==> src/inc/frame_pack_pkg.sv <==
// Constants, modes and register map of the transport frame packer
package frame_pack_pkg;
   typedef enum logic [2:0] {
      MODE_EFF3 = 3'b000,
      MODE_EFF2 = 3'b001,
      MODE_SIM2 = 3'b010,
      MODE_EFF1 = 3'b011,
      MODE_SIM1 = 3'b100
   } pack_mode_e;
   localparam pack_mode_e RESET_MODE = MODE_EFF3;
   // Sample and frame geometry
   localparam int SAMPLE_W = 12;
   localparam int OCTET_W = 8;
   localparam int LANE_W = 48;
   localparam int LANES = 3;
   localparam int MAX_S = 6;
   localparam int IDX_W = 3;
   localparam int PAIR_W = 24;
   localparam int SIMPLE_W = 16;
   localparam logic [3:0] TAIL_BITS = 4'h0;
   // Encoded link parameters (actual value minus one; CF, CS and HD as is)
   localparam int ENC_W = 5;
   localparam logic [ENC_W-1:0] ENC_M = 5'h01;
   localparam logic [ENC_W-1:0] ENC_N = 5'h0b;
   localparam logic [ENC_W-1:0] ENC_CF = 5'h00;
   localparam logic [1:0] ENC_CS = 2'h0;
   localparam logic ENC_HD = 1'b0;
   localparam logic [ENC_W-1:0] ENC_NP_EFF = 5'h0b;
   localparam logic [ENC_W-1:0] ENC_NP_SIM = 5'h0f;
   localparam logic [7:0] ENC_F_6 = 8'h05;
   localparam logic [7:0] ENC_F_4 = 8'h03;
   localparam logic [7:0] ENC_F_3 = 8'h02;
   localparam logic [7:0] ENC_F_2 = 8'h01;
   localparam logic [ENC_W-1:0] ENC_L_3 = 5'h02;
   localparam logic [ENC_W-1:0] ENC_L_2 = 5'h01;
   localparam logic [ENC_W-1:0] ENC_L_1 = 5'h00;
   localparam logic [ENC_W-1:0] ENC_S_6 = 5'h05;
   localparam logic [ENC_W-1:0] ENC_S_2 = 5'h01;
   localparam logic [ENC_W-1:0] ENC_S_1 = 5'h00;
   localparam logic [ENC_W-1:0] ENC_KMIN_3 = 5'h02;
   localparam logic [ENC_W-1:0] ENC_KMIN_6 = 5'h05;
   localparam logic [ENC_W-1:0] ENC_KMIN_9 = 5'h08;
   localparam logic [ENC_W-1:0] ENC_KMIN_5 = 5'h04;
   localparam logic [ENC_W-1:0] RESET_K = 5'h1f;
   // Register map, byte addresses
   localparam logic [7:0] OFS_CTRL = 8'h00;
   localparam logic [7:0] OFS_PARAM0 = 8'h04;
   localparam logic [7:0] OFS_PARAM1 = 8'h08;
   localparam logic [7:0] OFS_STATUS = 8'h0c;
   // Field positions
   localparam int CTRL_MODE_LSB = 0;
   localparam int CTRL_K_LSB = 8;
   localparam int P0_F_LSB = 0;
   localparam int P0_L_LSB = 8;
   localparam int P0_M_LSB = 16;
   localparam int P0_K_LSB = 24;
   localparam int P1_N_LSB = 0;
   localparam int P1_NP_LSB = 8;
   localparam int P1_S_LSB = 16;
   localparam int P1_CF_LSB = 24;
   localparam int P1_CS_LSB = 29;
   localparam int P1_HD_LSB = 31;
   localparam int ST_COUNT_LSB = 0;
   localparam int ST_MODE_LSB = 16;
   localparam int ST_PEND_LSB = 20;
   localparam int ST_FULL_LSB = 21;
endpackage

==> src/logic/frame_packer.sv <==
// Transport frame packer with AHB-Lite control registers
//
// How it works
// - Parameters that are at least one are stored and reported as value minus one.
// - Every mode reports two converters, 12 bits, no control words or bits, HD off.
// - Three-lane efficient: L=3, F=6, S=6, N'=12, K at least 3.
// - Three-lane: lane 0 C0 S0-S3, lane 1 C0 S4-S5 then C1 S0-S1.
// - Three-lane: lane 2 carries C1 samples 2 to 5 in pairs.
// - Two-lane efficient: F=3, S=2, K at least 6, one converter pair per lane.
// - Two-lane simple: F=2, S=1, N'=16, K at least 9, high byte then nibble+tail.
// - One-lane efficient: F=6, S=2, K at least 3, C0 pair then C1 pair.
// - One-lane simple: F=4, S=1, N'=16, K at least 5, C0 then C1.
// - Tail bits carry no information; they are sent as a constant.
// - Lane 0 is the first lane; lane 2 exists only with three lanes.
// - Reset selects efficient packing; simple only after reprogramming.
// - Full parameter set of the active mode, K raised to at least its minimum, is presented for the alignment multiframe.
`timescale 1ns/1ps
module frame_packer
   import frame_pack_pkg::*;
(
   input wire logic hclk,
   input wire logic hresetn,
   input wire logic hsel,
   input wire logic [31:0] haddr,
   input wire logic [1:0] htrans,
   input wire logic hwrite,
   input wire logic [2:0] hsize,
   input wire logic [31:0] hwdata,
   input wire logic hready,
   output logic hreadyout,
   output logic hresp,
   output logic [31:0] hrdata,
   input wire logic sample_valid,
   output logic sample_ready,
   input wire logic [SAMPLE_W-1:0] conv0_sample,
   input wire logic [SAMPLE_W-1:0] conv1_sample,
   output logic frame_valid,
   input wire logic frame_ready,
   output logic [LANE_W-1:0] lane0_octets,
   output logic [LANE_W-1:0] lane1_octets,
   output logic [LANE_W-1:0] lane2_octets,
   output logic [2:0] frame_mode,
   output logic [31:0] ila_param0,
   output logic [31:0] ila_param1
);
   localparam int BUF_W = LANES*LANE_W + 3;

   ////////////////////////////////////////////////////////////////////////////
   // Bus slave

   logic wr_pend_reg;
   logic [7:0] wr_addr_reg;
   logic [31:0] hrdata_reg;
   pack_mode_e mode_reg;
   logic [ENC_W-1:0] k_reg;
   pack_mode_e act_mode_reg;
   logic [15:0] frame_cnt_reg;
   logic [31:0] ila0_reg;
   logic [31:0] ila1_reg;

   wire addr_phase = hsel && htrans[1] && hready;
   wire [7:0] a_ofs = haddr[7:0];
   wire wr_ctrl = wr_pend_reg && (wr_addr_reg == OFS_CTRL);
   wire [2:0] wr_mode = hwdata[CTRL_MODE_LSB +: 3];
   wire [ENC_W-1:0] wr_k = hwdata[CTRL_K_LSB +: ENC_W];
   // Unknown mode codes are dropped rather than risk an undefined frame map
   wire mode_ok = (wr_mode <= MODE_SIM1);

   logic [7:0] f_enc;
   logic [ENC_W-1:0] l_enc;
   logic [ENC_W-1:0] s_enc;
   logic [ENC_W-1:0] np_enc;
   logic [ENC_W-1:0] kmin_enc;

   frame_param_table u_table (
      .mode(act_mode_reg),
      .f_enc(f_enc),
      .l_enc(l_enc),
      .s_enc(s_enc),
      .np_enc(np_enc),
      .kmin_enc(kmin_enc)
   );

   // Link parameter K never reported below the least legal value for the active mode
   wire [ENC_W-1:0] k_eff = (k_reg < kmin_enc) ? kmin_enc : k_reg;

   wire [31:0] param0 = (32'(f_enc) << P0_F_LSB)
      | (32'(l_enc) << P0_L_LSB)
      | (32'(ENC_M) << P0_M_LSB)
      | (32'(k_eff) << P0_K_LSB);
   wire [31:0] param1 = (32'(ENC_N) << P1_N_LSB)
      | (32'(np_enc) << P1_NP_LSB)
      | (32'(s_enc) << P1_S_LSB)
      | (32'(ENC_CF) << P1_CF_LSB)
      | (32'(ENC_CS) << P1_CS_LSB)
      | (32'(ENC_HD) << P1_HD_LSB);

   logic pend_reg;
   logic buf_in_ready;
   logic buf_out_valid;

   wire [31:0] ctrl_rd = (32'(mode_reg) << CTRL_MODE_LSB) | (32'(k_reg) << CTRL_K_LSB);
   wire [31:0] status_rd = (32'(frame_cnt_reg) << ST_COUNT_LSB)
      | (32'(act_mode_reg) << ST_MODE_LSB)
      | (32'(pend_reg) << ST_PEND_LSB)
      | (32'(!buf_in_ready) << ST_FULL_LSB);
   wire [31:0] rd_mux = (a_ofs == OFS_CTRL) ? ctrl_rd :
      (a_ofs == OFS_PARAM0) ? param0 :
      (a_ofs == OFS_PARAM1) ? param1 :
      (a_ofs == OFS_STATUS) ? status_rd : 32'h0000_0000;

   always_ff @(posedge hclk or negedge hresetn)
   begin
      if (!hresetn)
      begin
         wr_pend_reg <= 1'b0;
         wr_addr_reg <= 8'h00;
         hrdata_reg <= 32'h0000_0000;
      end
      else
      begin
         wr_pend_reg <= addr_phase && hwrite;
         if (addr_phase)
            wr_addr_reg <= a_ofs;
         if (addr_phase && !hwrite)
            hrdata_reg <= rd_mux;
      end
   end

   always_ff @(posedge hclk or negedge hresetn)
   begin
      if (!hresetn)
      begin
         mode_reg <= RESET_MODE;
         k_reg <= RESET_K;
      end
      else if (wr_ctrl)
      begin
         if (mode_ok)
            mode_reg <= pack_mode_e'(wr_mode);
         k_reg <= wr_k;
      end
   end

   assign hrdata = hrdata_reg;
   // Zero wait states and always OKAY
   assign hreadyout = 1'b1;
   assign hresp = 1'b0;

   ////////////////////////////////////////////////////////////////////////////
   // Sample gathering

   logic [SAMPLE_W-1:0] c0_reg [MAX_S];
   logic [SAMPLE_W-1:0] c1_reg [MAX_S];
   logic [IDX_W-1:0] idx_reg;
   logic sready_reg;

   wire accept = sample_valid && sready_reg;
   wire last_sample = (idx_reg == s_enc[IDX_W-1:0]);
   wire push = pend_reg && buf_in_ready;
   // A new mode only takes effect between frames so no frame mixes two maps
   wire frame_idle = (idx_reg == '0) && !pend_reg;
   wire pend_next = (accept && last_sample) || (pend_reg && !buf_in_ready);

   genvar gi;
   generate
      for (gi = 0; gi < MAX_S; gi++)
      begin : g_slot
         always_ff @(posedge hclk or negedge hresetn)
         begin
            if (!hresetn)
            begin
               c0_reg[gi] <= '0;
               c1_reg[gi] <= '0;
            end
            else if (accept && idx_reg == IDX_W'(gi))
            begin
               c0_reg[gi] <= conv0_sample;
               c1_reg[gi] <= conv1_sample;
            end
         end
      end
   endgenerate

   always_ff @(posedge hclk or negedge hresetn)
   begin
      if (!hresetn)
      begin
         idx_reg <= '0;
         pend_reg <= 1'b0;
         sready_reg <= 1'b0;
         act_mode_reg <= RESET_MODE;
         frame_cnt_reg <= 16'h0000;
      end
      else
      begin
         if (accept)
            idx_reg <= last_sample ? '0 : idx_reg + 1'b1;
         pend_reg <= pend_next;
         sready_reg <= !pend_next;
         if (frame_idle && !accept)
            act_mode_reg <= mode_reg;
         if (push)
            frame_cnt_reg <= frame_cnt_reg + 16'h0001;
      end
   end

   assign sample_ready = sready_reg;

   ////////////////////////////////////////////////////////////////////////////
   // Frame map

   function automatic logic [PAIR_W-1:0] pair_pack(input logic [SAMPLE_W-1:0] a,
                                                   input logic [SAMPLE_W-1:0] b);
      pair_pack = {a[11:4], a[3:0], b[11:8], b[7:0]};
   endfunction

   function automatic logic [SIMPLE_W-1:0] simple_pack(input logic [SAMPLE_W-1:0] a);
      simple_pack = {a[11:4], a[3:0], TAIL_BITS};
   endfunction

   wire [PAIR_W-1:0] p0_01 = pair_pack(c0_reg[0], c0_reg[1]);
   wire [PAIR_W-1:0] p0_23 = pair_pack(c0_reg[2], c0_reg[3]);
   wire [PAIR_W-1:0] p0_45 = pair_pack(c0_reg[4], c0_reg[5]);
   wire [PAIR_W-1:0] p1_01 = pair_pack(c1_reg[0], c1_reg[1]);
   wire [PAIR_W-1:0] p1_23 = pair_pack(c1_reg[2], c1_reg[3]);
   wire [PAIR_W-1:0] p1_45 = pair_pack(c1_reg[4], c1_reg[5]);
   wire [SIMPLE_W-1:0] s0 = simple_pack(c0_reg[0]);
   wire [SIMPLE_W-1:0] s1 = simple_pack(c1_reg[0]);
   localparam logic [PAIR_W-1:0] PAD_PAIR = '0;
   localparam logic [LANE_W-SIMPLE_W-1:0] PAD_S1 = '0;
   localparam logic [LANE_W-2*SIMPLE_W-1:0] PAD_S2 = '0;

   logic [LANE_W-1:0] lane0_map;
   logic [LANE_W-1:0] lane1_map;
   logic [LANE_W-1:0] lane2_map;

   // Octet 0 of each lane sits in the top byte; unused lanes send zeros
   always_comb
   begin
      lane0_map = '0;
      lane1_map = '0;
      lane2_map = '0;
      case (act_mode_reg)
         MODE_EFF3:
         begin
            lane0_map = {p0_01, p0_23};
            lane1_map = {p0_45, p1_01};
            lane2_map = {p1_23, p1_45};
         end
         MODE_EFF2:
         begin
            lane0_map = {p0_01, PAD_PAIR};
            lane1_map = {p1_01, PAD_PAIR};
         end
         MODE_SIM2:
         begin
            lane0_map = {s0, PAD_S1};
            lane1_map = {s1, PAD_S1};
         end
         MODE_EFF1:
            lane0_map = {p0_01, p1_01};
         MODE_SIM1:
            lane0_map = {s0, s1, PAD_S2};
         default:
            lane0_map = '0;
      endcase
   end

   ////////////////////////////////////////////////////////////////////////////
   // Output buffer and alignment parameters

   logic [BUF_W-1:0] buf_out;

   frame_buffer2 #(
      .WIDTH(BUF_W)
   ) u_buf (
      .hclk(hclk),
      .hresetn(hresetn),
      .in_valid(pend_reg),
      .in_ready(buf_in_ready),
      .in_data({3'(act_mode_reg), lane0_map, lane1_map, lane2_map}),
      .out_valid(buf_out_valid),
      .out_ready(frame_ready),
      .out_data(buf_out)
   );

   assign frame_valid = buf_out_valid;
   assign lane0_octets = buf_out[2*LANE_W +: LANE_W];
   assign lane1_octets = buf_out[LANE_W +: LANE_W];
   assign lane2_octets = buf_out[0 +: LANE_W];
   assign frame_mode = buf_out[LANES*LANE_W +: 3];

   always_ff @(posedge hclk or negedge hresetn)
   begin
      if (!hresetn)
      begin
         ila0_reg <= 32'h0000_0000;
         ila1_reg <= 32'h0000_0000;
      end
      else
      begin
         ila0_reg <= param0;
         ila1_reg <= param1;
      end
   end

   assign ila_param0 = ila0_reg;
   assign ila_param1 = ila1_reg;
endmodule // frame_packer

==> src/logic/frame_param_table.sv <==
// Link parameter table per packing mode
`timescale 1ns/1ps
module frame_param_table
   import frame_pack_pkg::*;
(
   input wire pack_mode_e mode,
   output logic [7:0] f_enc,
   output logic [ENC_W-1:0] l_enc,
   output logic [ENC_W-1:0] s_enc,
   output logic [ENC_W-1:0] np_enc,
   output logic [ENC_W-1:0] kmin_enc
);
   always_comb
   begin
      case (mode)
         MODE_EFF2:
         begin
            f_enc = ENC_F_3;
            l_enc = ENC_L_2;
            s_enc = ENC_S_2;
            np_enc = ENC_NP_EFF;
            kmin_enc = ENC_KMIN_6;
         end
         MODE_SIM2:
         begin
            f_enc = ENC_F_2;
            l_enc = ENC_L_2;
            s_enc = ENC_S_1;
            np_enc = ENC_NP_SIM;
            kmin_enc = ENC_KMIN_9;
         end
         MODE_EFF1:
         begin
            f_enc = ENC_F_6;
            l_enc = ENC_L_1;
            s_enc = ENC_S_2;
            np_enc = ENC_NP_EFF;
            kmin_enc = ENC_KMIN_3;
         end
         MODE_SIM1:
         begin
            f_enc = ENC_F_4;
            l_enc = ENC_L_1;
            s_enc = ENC_S_1;
            np_enc = ENC_NP_SIM;
            kmin_enc = ENC_KMIN_5;
         end
         default:
         begin
            f_enc = ENC_F_6;
            l_enc = ENC_L_3;
            s_enc = ENC_S_6;
            np_enc = ENC_NP_EFF;
            kmin_enc = ENC_KMIN_3;
         end
      endcase
   end
endmodule // frame_param_table

==> src/logic/frame_buffer2.sv <==
// Two-entry buffer with valid/ready on both sides, head drives output
`timescale 1ns/1ps
module frame_buffer2 #(
   parameter int WIDTH = 8
) (
   input wire logic hclk,
   input wire logic hresetn,
   input wire logic in_valid,
   output logic in_ready,
   input wire logic [WIDTH-1:0] in_data,
   output logic out_valid,
   input wire logic out_ready,
   output logic [WIDTH-1:0] out_data
);
   logic [WIDTH-1:0] head_reg;
   logic [WIDTH-1:0] tail_reg;
   logic head_v_reg;
   logic tail_v_reg;
   wire push = in_valid && !tail_v_reg;
   wire pop = head_v_reg && out_ready;
   assign in_ready = !tail_v_reg;
   assign out_valid = head_v_reg;
   assign out_data = head_reg;

   always_ff @(posedge hclk or negedge hresetn)
   begin
      if (!hresetn)
      begin
         head_v_reg <= 1'b0;
         tail_v_reg <= 1'b0;
         head_reg <= '0;
         tail_reg <= '0;
      end
      else
      begin
         // Head refills from tail first so order is kept
         if (!head_v_reg || pop)
         begin
            head_v_reg <= tail_v_reg || push;
            head_reg <= tail_v_reg ? tail_reg : in_data;
            tail_v_reg <= tail_v_reg && push;
            if (tail_v_reg && push)
               tail_reg <= in_data;
         end
         else if (push)
         begin
            tail_v_reg <= 1'b1;
            tail_reg <= in_data;
         end
      end
   end
endmodule // frame_buffer2

==> config.mk <==
export PLATFORM = sky130hd
export DESIGN_NAME = frame_packer
export DESIGN_NICKNAME = d
export VERILOG_FILES = /design/src/inc/frame_pack_pkg.sv /design/src/logic/frame_packer.sv /design/src/logic/frame_param_table.sv /design/src/logic/frame_buffer2.sv
export SDC_FILE = /design/constraint.sdc
export NUM_CORES = 1
export LEC_CHECK = 0
export CORE_AREA = 2 2 204 206
export DETAILED_ROUTE_END_ITERATION = 8
export DIE_AREA = 0 0 206 208
export DONT_BUFFER_PORTS = 1
export PLACE_DENSITY = 0.69
export SKIP_CTS_REPAIR_TIMING = 1
export SYNTH_ARGS = -nofsm -noshare
export SYNTH_HDL_FRONTEND = slang
export SYNTH_SLANG_ARGS = --single-unit
==> constraint.sdc <==
create_clock -name hclk -period 6.3 [get_ports hclk]
set_clock_uncertainty 0.2 [all_clocks]
set_input_delay 1.26 -clock hclk [delete_from_list [all_inputs] [get_ports hclk]]
set_output_delay 1.26 -clock hclk [all_outputs]
set_load 0.005 [all_outputs]
==> metrics.md <==
| Metric | Value |
|---|---|
| IO buf count | `0` |
| Switching share of total power | `0.3281` |
| Max incr delay on CP | `0.81 ns` |
| Worst setup EP type | `flip-flop` |
| DR vias/cell | `5.662` |
| Clk buf depth | `3` |
| Fraction of layout cells with a size suffix above 1 | `0.1433` |
| Met3 wire len | `3946 µm` |
| Die Y | `208 µm` |
| Async SR Flop Fraction | `1.000` |
| Routed len/inst | `20.25 µm` |
| GRT Total Usage | `0.2511` |
| Largest net degree at the start of global routing | `about 520` |
| DIE AREA | `around 43000 µm²` |
| Failing checks | `max-slew violations` |
| Netlist cell types | `between 50 and 60` |
| HP Class | `primary input to async pin` |
| Yosys warns | `0` |
| Worst vdd ir | `~310 µV` |
| Most frequent CP cell | `nor2_1` |
| Worst Setup Path Type | `flip-flop to flip-flop` |
| Outcome | `finished, violations left` |
| Leak | `0.01085 µW` |
| P_sw | `about 4000 µW` |
| Internal power | `7971 µW` |
| HPWL after detailed placement | `32820 µm` |
| Final WS setup | `about 2.5 ns` |
| P per Cell Area | `492.3 nW/µm²` |
| Total number of vias | `14790` |
| Clk_lat worst skew | `0.59 ns` |
| Row cnt | `74` |
| Fin Setup TNS | `0 ns` |
| Reg-to-reg startpoint | `act_mode_reg[1]` |
| Max_slew headroom | `-0.3483` |
| Critical path arrival | `4.09 ns` |
| Vias in the first global route | `14735` |
| Gate Count Post-Synth | `2113` |
| Critical path peak fanout | `18` |
| Commonest non-fill, non-tap cell in the layout | `dfrtp_1` |
| Antenna-violating nets left | `0` |
| CP Cell Sequence | `nor2_1 -> and2_1 -> nor2_1 -> inv_1 -> ha_1 -> nand4b_1 -> a21oi_2 -> a2111oi_4 -> mux2_2 -> a22o_1` |
| Initial DRC Count | `1080` |
| Reg2reg path depth | `10` |
| Final number of setup-violating endpoints | `0` |
| Met2 WL post-DR | `25150 µm` |
| Clk root buf | `clkbuf_16` |
| Power share of the clock group | `0.291` |
| Main synth FF type | `dfrtp_1` |
| Nets | `between 2000 and 2500` |
| H-tree Lvls | `2` |
| Ports | `347` |
| Final Hold Vio Count | `0` |
| First-pass GRT wire length | `84160 µm` |
| Actual slew at the worst max-slew pin | `2.023 ns` |
| Synthesis-stage register bit count | `521` |
| Yosys top cell area share | `0.5836` |
| Cts bufs inserted | `53` |
| Synth Cell Area | `22120 µm²` |
| Pins Over Slew Limit | `234` |
| Initial antenna violation count | `2` |
| Clk slew on worst S/H paths | `0.06 ns` |
| Final WL | `52910 µm` |
| Setup WS pre-CTS | `roughly 2.5 ns` |
| Detailed-route DRC error count | `0` |
| Syn-to-layout area delta | `8.918%` |
| Core Box Area | `between 40000 and 50000 µm²` |
| CTS tree | `built` |
| Leading area contributor after synthesis | `dfrtp_1` |
| Reg power frac | `0.457` |
| Final period util | `0.6059` |
| Logic gate share of total power | `0.253` |
| Top layer in use | `met4` |
| Period minus WS final | `3.817 ns` |
| Worst Setup Start Kind | `flip-flop` |
| Grt ovf | `0` |
| Starting Density | `0.5456` |
| M1 wire length | `22730 µm` |
| Top post-synthesis cells by area | `dfrtp_1 58%, mux2_2 8.7%, nand2_1 6.9%` |
| Seq/Total Area, Yosys | `0.5895` |
| Critical path required time | `6.57 ns` |
| MaxCap Viol Count | `0` |
| Most frequent cells in the layout | `515 x dfrtp_1, 405 x nand2_1, 266 x o21ai_0, 171 x mux2_2, 143 x nor2_1` |
| RSZ-0062 raised after global routing | `false` |
| Fmax | `262.0 MHz` |
| Clock Sinks | `521` |
| Number of synthesized flops with an enable pin | `0` |
| Die W | `a little over 200 µm` |
| Worst r2r dst | `hrdata[26]` |
| CP max stage cell | `dfrtp_1` |
| Reg2reg setup slack | `2.48 ns` |
| Avg Cell Area, Syn | `roughly 10 µm²` |
| Routability cong. | `0.7971` |
| First-pass iteration count of the detailed router | `5` |
==> worst max-delay path by stage <==
stage               depth (start not counted)             from          to
global placement                           10  act_mode_reg[1]  hrdata[27]
global route                               10  act_mode_reg[1]  hrdata[26]
detailed placement                         10  act_mode_reg[1]  hrdata[26]
floorplan                                   5         haddr[5]  hrdata[24]
finish                                     10  act_mode_reg[1]  hrdata[26]
CTS                                        10  act_mode_reg[1]  hrdata[26]
==> synth_stat cells (all sizes together) (4+ instances only) <==
cell and count:
dfrtp 516, nand2 406, o21ai 267, mux2 171, nor2 144, clkbuf 116
a21oi 94, buf 87, a22oi 57, and2 44, o31ai 44, nor2b 27
a22o 15, inv 15, xnor2 11, ha 9, nand3 9, nor3 9
mux2i 8, xor2 8, dfstp 5, nand2b 4, nor3b 4, o211ai 4
o21a 4, o221ai 4, o2bb2ai 4
==> metal layers <==
layer,vias up,track usage
met5,-,0
met3,70,0.06642
li1,6934,-
met2,401,0.3976
met4,0,0.06773
met1,7385,0.3440
==> through the flow <==
step	instances	cell area, µm²	power (µW)	hold WS [ns]	util
after floorplan	2164	22320	7562	0.2446	-
after global placement	2512	22150	8301	0.2531	0.5463
after detailed placement	2512	22150	8485	0.2520	0.5463
after CTS	2611	24100	11960	0.1577	0.5942
after global routing	2611	24100	12620	0.1560	0.5942
final	2612	24100	11860	0.1891	0.5942
==> power by group through the flow <==
stage	logic (µW)	registers [µW]	clock network, µW
after floorplan	2480	5090	0
after global placement	2880	5420	0
after detailed placement	3010	5480	0
after CTS	3020	5430	3510
after global routing	3400	5570	3640
final	3000	5420	3450
==> critical path: cells and delay by family, from the launching register on <==
family                   cells  cell delay, ns
AO/OA/AOI/OAI                3            0.75
multiplexers                 1            0.41
adder cells (fa/ha/maj)      1            0.30
buffers and inverters        1            0.08
flip-flops                   1            0.81
AND/OR/NAND/NOR              4            1.16
==> final cells by class <==
class,instances,area [µm²]
antenna,1,2.502
clock buffer,73,1533
clock inverter,26,409.1
fill,3347,16460
inverter,15,56.30
multi-input combinational,1425,8229
sequential,521,13050
tap,532,665.6
timing repair buffer,19,155.1
==> cells by family after synthesis <==
kind of cell / synth area share
buffers and inverters: 0.04835
other: 0.0003394
AO/OA/AOI/OAI: 0.1329
multiplexers: 0.09065
XOR/XNOR: 0.007521
adder cells (fa/ha/maj): 0.005090
AND/OR/NAND/NOR: 0.1256
flip-flops: 0.5895
(Power assumes the default switching activity.)
